==> config.mk <==
export PLATFORM = sky130hd
export DESIGN_NAME = deep_sleep_gating_and_soft_reset
export DESIGN_NICKNAME = d
export VERILOG_FILES = /design/src/sysctl_pkg.sv /design/src/deep_sleep_gating_and_soft_reset.sv
export VERILOG_INCLUDE_DIRS = /design/src
export SDC_FILE = /design/constraint.sdc
export NUM_CORES = 1
export LEC_CHECK = 0
export BUFFER_PORTS_ARGS = -buffer_cell sky130_fd_sc_hd__buf_2
export CAP_MARGIN = 20
export CORE_ASPECT_RATIO = 1.1
export CORE_MARGIN = 2
export CORE_UTILIZATION = 45
export DETAILED_ROUTE_END_ITERATION = 10
export PLACE_DENSITY = 0.8
export SKIP_CTS_REPAIR_TIMING = 1
export SLEW_MARGIN = 0
export SYNTH_ARGS = -nofsm -noshare
export SYNTH_HDL_FRONTEND = slang
export SYNTH_SLANG_ARGS = --single-unit
==> constraint.sdc <==
create_clock -name mclk -period 4.4 [get_ports mclk]
set_clock_uncertainty 0.1 [all_clocks]
set_input_delay 0 -clock mclk [delete_from_list [all_inputs] [get_ports mclk]]
set_output_delay 0 -clock mclk [all_outputs]
set_load 0.03 [all_outputs]
==> src/deep_sleep_params.svh <==
`ifndef DEEP_SLEEP_PARAMS_SVH
`define DEEP_SLEEP_PARAMS_SVH

// ********************************
// Register offsets
// ********************************
`define DSG_OFS_SOFT_RESET     12'h040
`define DSG_OFS_DEEP_GATE      12'h128
`define DSG_OFS_GATE_STATUS    12'h200

// ********************************
// Field positions and widths
// ********************************
`define DSG_PORT_COUNT         8
`define DSG_BIT_FIELD_BUS      24
`define DSG_BIT_ADC            16
`define DSG_BIT_HIBERNATION    6
`define DSG_BIT_WATCHDOG       3
`define DSG_SRST_WRITABLE      32'h0101_0048
`define DSG_STAT_STATE_LSB     8
`define DSG_STAT_AUTO_BIT      10

// ********************************
// Reset values and answers
// ********************************
`define DSG_RST_DEEP_GATE      8'h00
`define DSG_RST_SOFT_RESET     32'h0000_0000
`define DSG_RESP_OKAY          2'h0
`define DSG_RESP_SLVERR        2'h2

`endif

==> src/sysctl_pkg.sv <==
package sysctl_pkg;

	// System power state as seen by the gating select
	typedef enum logic [1:0] {
		PWR_RUN,
		PWR_SLEEP,
		PWR_DEEP
	} power_state_e;

	// Register selected by an address
	typedef enum logic [1:0] {
		SEL_NONE,
		SEL_SOFT_RESET,
		SEL_DEEP_GATE,
		SEL_GATE_STATUS
	} reg_sel_e;

	// Reset lines to the controlled units, active high
	typedef struct packed {
		logic field_bus_ctrl_reset;
		logic adc_reset;
		logic hibernation_reset;
		logic watchdog_reset;
	} unit_reset_s;

endpackage

==> src/deep_sleep_gating_and_soft_reset.sv <==
`timescale 1ns/1ns
`include "deep_sleep_params.svh"

module deep_sleep_gating_and_soft_reset #(
	parameter int ADDR_W = 12
) (
	input  wire logic                           mclk,        // System clock
	input  wire logic                           nrst,        // Async reset
	input  wire logic [ADDR_W-1:0]              s_axi_awaddr,  // Write addr
	input  wire logic                           s_axi_awvalid, // Addr valid
	output logic                                s_axi_awready, // Addr ready
	input  wire logic [31:0]                    s_axi_wdata,   // Write data
	input  wire logic [3:0]                     s_axi_wstrb,   // Byte lanes
	input  wire logic                           s_axi_wvalid,  // Data valid
	output logic                                s_axi_wready,  // Data ready
	output logic [1:0]                          s_axi_bresp,   // Write resp
	output logic                                s_axi_bvalid,  // Resp valid
	input  wire logic                           s_axi_bready,  // Resp ready
	input  wire logic [ADDR_W-1:0]              s_axi_araddr,  // Read addr
	input  wire logic                           s_axi_arvalid, // Addr valid
	output logic                                s_axi_arready, // Addr ready
	output logic [31:0]                         s_axi_rdata,   // Read data
	output logic [1:0]                          s_axi_rresp,   // Read resp
	output logic                                s_axi_rvalid,  // Data valid
	input  wire logic                           s_axi_rready,  // Data ready
	input  wire sysctl_pkg::power_state_e       power_state,   // Power mode
	input  wire logic                           auto_gating_select, // Auto
	input  wire logic [`DSG_PORT_COUNT-1:0]     run_port_clock_gate,   // Run
	input  wire logic [`DSG_PORT_COUNT-1:0]     sleep_port_clock_gate, // Slp
	input  wire logic [31:0]                    capability_mask_1, // Present
	input  wire logic [`DSG_PORT_COUNT-1:0]     port_access,   // Port access
	output logic [`DSG_PORT_COUNT-1:0]          port_clk_en,   // Port clock en
	output logic                                port_bus_fault, // Fault pulse
	output sysctl_pkg::unit_reset_s             unit_reset     // Unit resets
);

	// ********************************
	// Address decode
	// ********************************
	function automatic sysctl_pkg::reg_sel_e decode(
		input logic [ADDR_W-1:0] addr
	);
		decode = sysctl_pkg::SEL_NONE;
		if (addr == ADDR_W'(`DSG_OFS_SOFT_RESET))
			decode = sysctl_pkg::SEL_SOFT_RESET;
		else if (addr == ADDR_W'(`DSG_OFS_DEEP_GATE))
			decode = sysctl_pkg::SEL_DEEP_GATE;
		else if (addr == ADDR_W'(`DSG_OFS_GATE_STATUS))
			decode = sysctl_pkg::SEL_GATE_STATUS;
	endfunction

	function automatic logic [31:0] lane_mask(input logic [3:0] strb);
		lane_mask = {{8{strb[3]}}, {8{strb[2]}}, {8{strb[1]}}, {8{strb[0]}}};
	endfunction

	logic                         aw_held;
	logic                         w_held;
	logic [ADDR_W-1:0]            aw_addr;
	logic [31:0]                  w_data;
	logic [3:0]                   w_strb;
	logic                         do_write;
	sysctl_pkg::reg_sel_e         wsel;
	sysctl_pkg::reg_sel_e         rsel;
	logic [31:0]                  wmask;
	logic [31:0]                  srst_mask;
	logic [`DSG_PORT_COUNT-1:0]   deep_gate;
	logic [31:0]                  soft_reset;
	logic [31:0]                  next_soft_reset;
	logic [`DSG_PORT_COUNT-1:0]   next_deep_gate;

	// ********************************
	// Write channel
	// ********************************
	// Address and data are taken in either order, one write at a time
	assign s_axi_awready = !aw_held && !s_axi_bvalid;
	assign s_axi_wready  = !w_held && !s_axi_bvalid;
	assign do_write      = aw_held && w_held && !s_axi_bvalid;
	assign wsel          = decode(aw_addr);
	assign wmask         = lane_mask(w_strb);

	always_ff @(posedge mclk or negedge nrst) begin
		if (!nrst) begin
			aw_held <= 1'b0;
			aw_addr <= '0;
		end else if (s_axi_awvalid && s_axi_awready) begin
			aw_held <= 1'b1;
			aw_addr <= s_axi_awaddr;
		end else if (do_write) begin
			aw_held <= 1'b0;
		end
	end

	always_ff @(posedge mclk or negedge nrst) begin
		if (!nrst) begin
			w_held <= 1'b0;
			w_data <= '0;
			w_strb <= '0;
		end else if (s_axi_wvalid && s_axi_wready) begin
			w_held <= 1'b1;
			w_data <= s_axi_wdata;
			w_strb <= s_axi_wstrb;
		end else if (do_write) begin
			w_held <= 1'b0;
		end
	end

	always_ff @(posedge mclk or negedge nrst) begin
		if (!nrst) begin
			s_axi_bvalid <= 1'b0;
			s_axi_bresp  <= `DSG_RESP_OKAY;
		end else if (do_write) begin
			s_axi_bvalid <= 1'b1;
			s_axi_bresp  <= (wsel == sysctl_pkg::SEL_NONE) ?
				`DSG_RESP_SLVERR : `DSG_RESP_OKAY;
		end else if (s_axi_bready) begin
			s_axi_bvalid <= 1'b0;
		end
	end

	// ********************************
	// Registers
	// ********************************
	// capability masked write
	assign srst_mask = wmask & `DSG_SRST_WRITABLE & capability_mask_1;
	assign next_soft_reset = (soft_reset & ~srst_mask) | (w_data & srst_mask);
	assign next_deep_gate = (deep_gate & ~wmask[`DSG_PORT_COUNT-1:0]) |
		(w_data[`DSG_PORT_COUNT-1:0] & wmask[`DSG_PORT_COUNT-1:0]);

	always_ff @(posedge mclk or negedge nrst) begin
		if (!nrst)
			deep_gate <= `DSG_RST_DEEP_GATE;
		else if (do_write && wsel == sysctl_pkg::SEL_DEEP_GATE)
			deep_gate <= next_deep_gate;
	end

	always_ff @(posedge mclk or negedge nrst) begin
		if (!nrst)
			soft_reset <= `DSG_RST_SOFT_RESET;
		else if (do_write && wsel == sysctl_pkg::SEL_SOFT_RESET)
			soft_reset <= next_soft_reset;
	end

	always_comb begin
		unit_reset.field_bus_ctrl_reset = soft_reset[`DSG_BIT_FIELD_BUS];
		unit_reset.adc_reset            = soft_reset[`DSG_BIT_ADC];
		unit_reset.hibernation_reset    = soft_reset[`DSG_BIT_HIBERNATION];
		unit_reset.watchdog_reset       = soft_reset[`DSG_BIT_WATCHDOG];
	end

	// ********************************
	// Clock gate select
	// ********************************
	// enable clocks the port
	always_comb begin
		if (!auto_gating_select) begin
			port_clk_en = run_port_clock_gate;
		end else begin
			unique case (power_state)
				sysctl_pkg::PWR_RUN:   port_clk_en = run_port_clock_gate;
				sysctl_pkg::PWR_SLEEP: port_clk_en = sleep_port_clock_gate;
				sysctl_pkg::PWR_DEEP:  port_clk_en = deep_gate;
				default:               port_clk_en = run_port_clock_gate;
			endcase
		end
	end

	always_ff @(posedge mclk or negedge nrst) begin
		if (!nrst)
			port_bus_fault <= 1'b0;
		else
			port_bus_fault <= |(port_access & ~port_clk_en);
	end

	// ********************************
	// Read channel
	// ********************************
	assign s_axi_arready = !s_axi_rvalid;
	assign rsel          = decode(s_axi_araddr);

	always_ff @(posedge mclk or negedge nrst) begin
		if (!nrst) begin
			s_axi_rvalid <= 1'b0;
			s_axi_rdata  <= '0;
			s_axi_rresp  <= `DSG_RESP_OKAY;
		end else if (s_axi_arvalid && s_axi_arready) begin
			s_axi_rvalid <= 1'b1;
			s_axi_rresp  <= `DSG_RESP_OKAY;
			s_axi_rdata  <= '0;
			unique case (rsel)
				sysctl_pkg::SEL_SOFT_RESET:
					s_axi_rdata <= soft_reset;
				sysctl_pkg::SEL_DEEP_GATE:
					s_axi_rdata[`DSG_PORT_COUNT-1:0] <= deep_gate;
				sysctl_pkg::SEL_GATE_STATUS: begin
					s_axi_rdata[`DSG_PORT_COUNT-1:0] <= port_clk_en;
					s_axi_rdata[`DSG_STAT_STATE_LSB +: 2] <= power_state;
					s_axi_rdata[`DSG_STAT_AUTO_BIT] <= auto_gating_select;
				end
				sysctl_pkg::SEL_NONE:
					s_axi_rresp <= `DSG_RESP_SLVERR;
			endcase
		end else if (s_axi_rready) begin
			s_axi_rvalid <= 1'b0;
		end
	end

	// ********************************
	// Assertions
	// ********************************
	logic seen_write;

	always_ff @(posedge mclk or negedge nrst) begin
		if (!nrst)
			seen_write <= 1'b0;
		else if (do_write)
			seen_write <= 1'b1;
	end
endmodule

==> flow_metrics.tcl <==
set metrics [dict create \
    max_stage_delay_ns 0.58 \
    syn_area_um2 2840 \
    drc 0 \
    path_common_cell "dlygate4sd3_1" \
    num_antenna_cells 0 \
    die_w_um 79.8 \
    drt_wl_total_um 6730 \
    stdcell_area_um2 3900 \
    ff_latch_area_um2 1430 \
    grt_max_degree 58 \
    hp-class "in2reg" \
    dieHeight_um 87.3 \
    io_buffers 107 \
    start_kind "input pin" \
    fin_cells 477 \
    postLayoutSetupSlackWorst_ns 0.936 \
    drive_gt1_share_pct 43.3 \
    dp.cells 427 \
    clock_sinks 57 \
    cts_max_level 3 \
    yosys_warnings 0 \
    top_usage_layer "met2" \
    layout_worst_path_cycle_share_pct 78.7 \
    timing.fmax_mhz 289 \
    power_density_nw_per_um2 447 \
    syn_inst 250 \
    ys_types 37 \
    grt_pass1_wl_um 9880 \
    ys_seq_area_share_pct 50.2 \
    grt_pass1_vias 2125 \
    avgSynthCellArea_um2 11.4 \
    grtUsageMet1_pct 22.0 \
    dp_slack_ns 2.19 \
    yosys.area.top_type "dfrtp_1" \
    start_util_pct 46.1 \
    arrival_ns 3.58 \
    fillers 530 \
    ys.flop_type "dfrtp_1" \
    cap_viol_max_count 0 \
    rows 30 \
    ioPinCount 180 \
    worst-slew-pin-transition_ns 0.975 \
    vdd_drop_max_mv 0.414 \
    hold_violations 1 \
    grt_use_met2_pct 31.8 \
    drv_slew 0 \
    antenna_found_initial 0 \
    critPathRequiredTime_ns 4.52 \
    synth_edf_count 0 \
    synth_seq_cells 57 \
    fin_crit_ns 3.46 \
    grt_setup_unrepaired "no" \
    setup_viol 0 \
    path_cells "dlygate4sd3_1 -> buf_2 -> inv_1 -> ha_1 -> nor2b_1 -> mux2_2 -> o22ai_1 -> dlygate4sd3_1 -> or4_1 -> dlygate4sd3_1" \
    drtAntennaViolNets 0 \
    status "complete, but fails checks" \
    grt_overflow 0 \
    leakagePower_nw 1.94 \
    fin_nets 521 \
    syn_to_final_growth_pct 37.3 \
    ys_async_sr_fraction_pct 100 \
    core_area_um2 6160 \
    multi_input_area_um2 1230 \
    clock_latency_ns 0.33 \
    relSlewSlack_pct 34.9 \
    fin_setup_tns_ns 0 \
    die_area_um2 6960 \
    cts_tree "built" \
    whs_ns -0.0131 \
    netlist.area_leader.share_pct 50.2 \
    routed_via_density 4.87 \
    violations "negative hold slack" \
    crit_type "in2reg" \
    cts_buffers 9 \
    hpwl_um 4810 \
    placed_area_um2 3350 \
    cts_buffer_depth 2 \
    place_congestion 0.751 \
    drt_iter0_drc 69 \
    end_kind "flop" \
    track_usage_pct 18.7 \
    clk_pin_slew_worst_paths_ns 0.07 \
    first_pass_iters 4 \
    cts_root_buffer "clkbuf_8" \
    wire_per_inst_um 14.1 \
    via_count 2321 \
    grt_use_met3_pct 6.54 \
    ys_top_cells_by_area "dfrtp_1 50%, mux2_2 17%, buf_4 5.6%, nand2_1 3.7%, a22o_1 2.5%" \
    slowest_stage "nor2b_1" \
    path_max_fanout 8 \
]
final timing paths:
check,endpoint,cells past startpoint,slack [ns],start
max,port_bus_fault$_DFF_PN0_,10,0.94,power_state[0]
min,s_axi_rdata[16]$_DFFE_PN0P_,5,-0.01,s_axi_araddr[6]
max reg2reg,port_bus_fault$_DFF_PN0_,6,1.76,flop
min reg2reg,s_axi_rdata[0]$_DFFE_PN0P_,2,0.38,s_axi_rdata[0]$_DFFE_PN0P_
max in group asynchronous,s_axi_rdata[24]$_DFFE_PN0P_,3,3.45,nrst
min in group asynchronous,aw_addr[5]$_DFFE_PN0P_,3,0.26,nrst
stage by stage:
stage,utilization [%],power (mW)
final,63.3,1.74
after CTS,57.6,1.73
after global placement,54.5,1.22
after floorplan,-,1.11
after detailed placement,54.5,1.25
after global routing,63.3,1.84
layout by cell type, fill, tap and decap left out, types with 2 or more instances in the layout:
cell type and count:
a21o_1 2, a221oi_1 4, a22o_1 8, a22oi_1 6, buf_2 107, clkbuf_8 11, clkinv_2 2, conb_1 21
dfrtp_1 57, dlygate4sd3_1 35, ha_1 2, inv_1 15, mux2_2 44, nand2_1 28, nand2b_1 2, nand3b_1 3
nor2_1 3, nor2b_1 3, nor3_1 6, nor4_1 2, nor4_4 2, o21ai_0 6, o21ai_1 9, o22ai_1 4
worst max-delay path: cells and delay by family:
kind,cells,cell delay [ns]
AOI/OAI and AO/OA,1,0.08
adders and majority gates,1,0.28
buffers and inverters,5,1.80
muxes,1,0.34
and+or+nand+nor,2,1.08
kinds of logic (layout without fill, tap and decap cells):
kind of cell / count (synthesis) / in the layout / synth area share (%)
simple gates: 58 / 58 / 12.0
xor+xnor: 1 / 1 / 0.308
compound gates: 41 / 41 / 9.78
buf+inv: 46 / 173 / 9.21
mux: 44 / 44 / 17.4
flops: 57 / 57 / 50.2
other cells: 1 / 21 / 0.132
fa+ha+maj: 2 / 2 / 0.881
where the power goes:
group          internal (mW)  switching, mW  total [mW]
sequential             0.669         0.0942       0.763
clock                  0.287          0.196       0.483
combinational          0.235          0.260       0.494
total                   1.19          0.550        1.74
layout make-up:
cell class / instances / share of cell area [%]
clock buffers: 12 / 3.98
clock inverters: 3 / 1.03
inverters: 15 / 1.44
multi-input cells: 167 / 31.5
flip-flops and latches: 57 / 36.6
well taps: 80 / 2.57
repair buffers: 143 / 22.9
layer usage:
layer	part of all wire, %	routed length, µm
met3	6.6	446
met2	50	3380
met5	0	0
met1	42	2830
met4	1.1	74
synthesized netlist by cell type (2+ instances only):
| library cell | n |
|---|---|
| clkbuf_1 | 6 |
| a22oi_1 | 6 |
| mux2_2 | 44 |
| inv_1 | 15 |
| nand2_1 | 28 |
| a22o_1 | 8 |
| nand3b_1 | 3 |
| nor4_1 | 2 |
| dfrtp_1 | 57 |
| o22ai_1 | 4 |
| a221oi_1 | 4 |
| nand2b_1 | 2 |
| nor2b_1 | 3 |
| buf_4 | 21 |
| o21ai_0 | 6 |
| o21ai_1 | 9 |
| a21o_1 | 2 |
| nor3_1 | 6 |
| nor2_1 | 3 |
| ha_1 | 2 |
| buf_2 | 2 |
| nor4_4 | 2 |
Note: power is estimated with default switching activity, not from simulation.
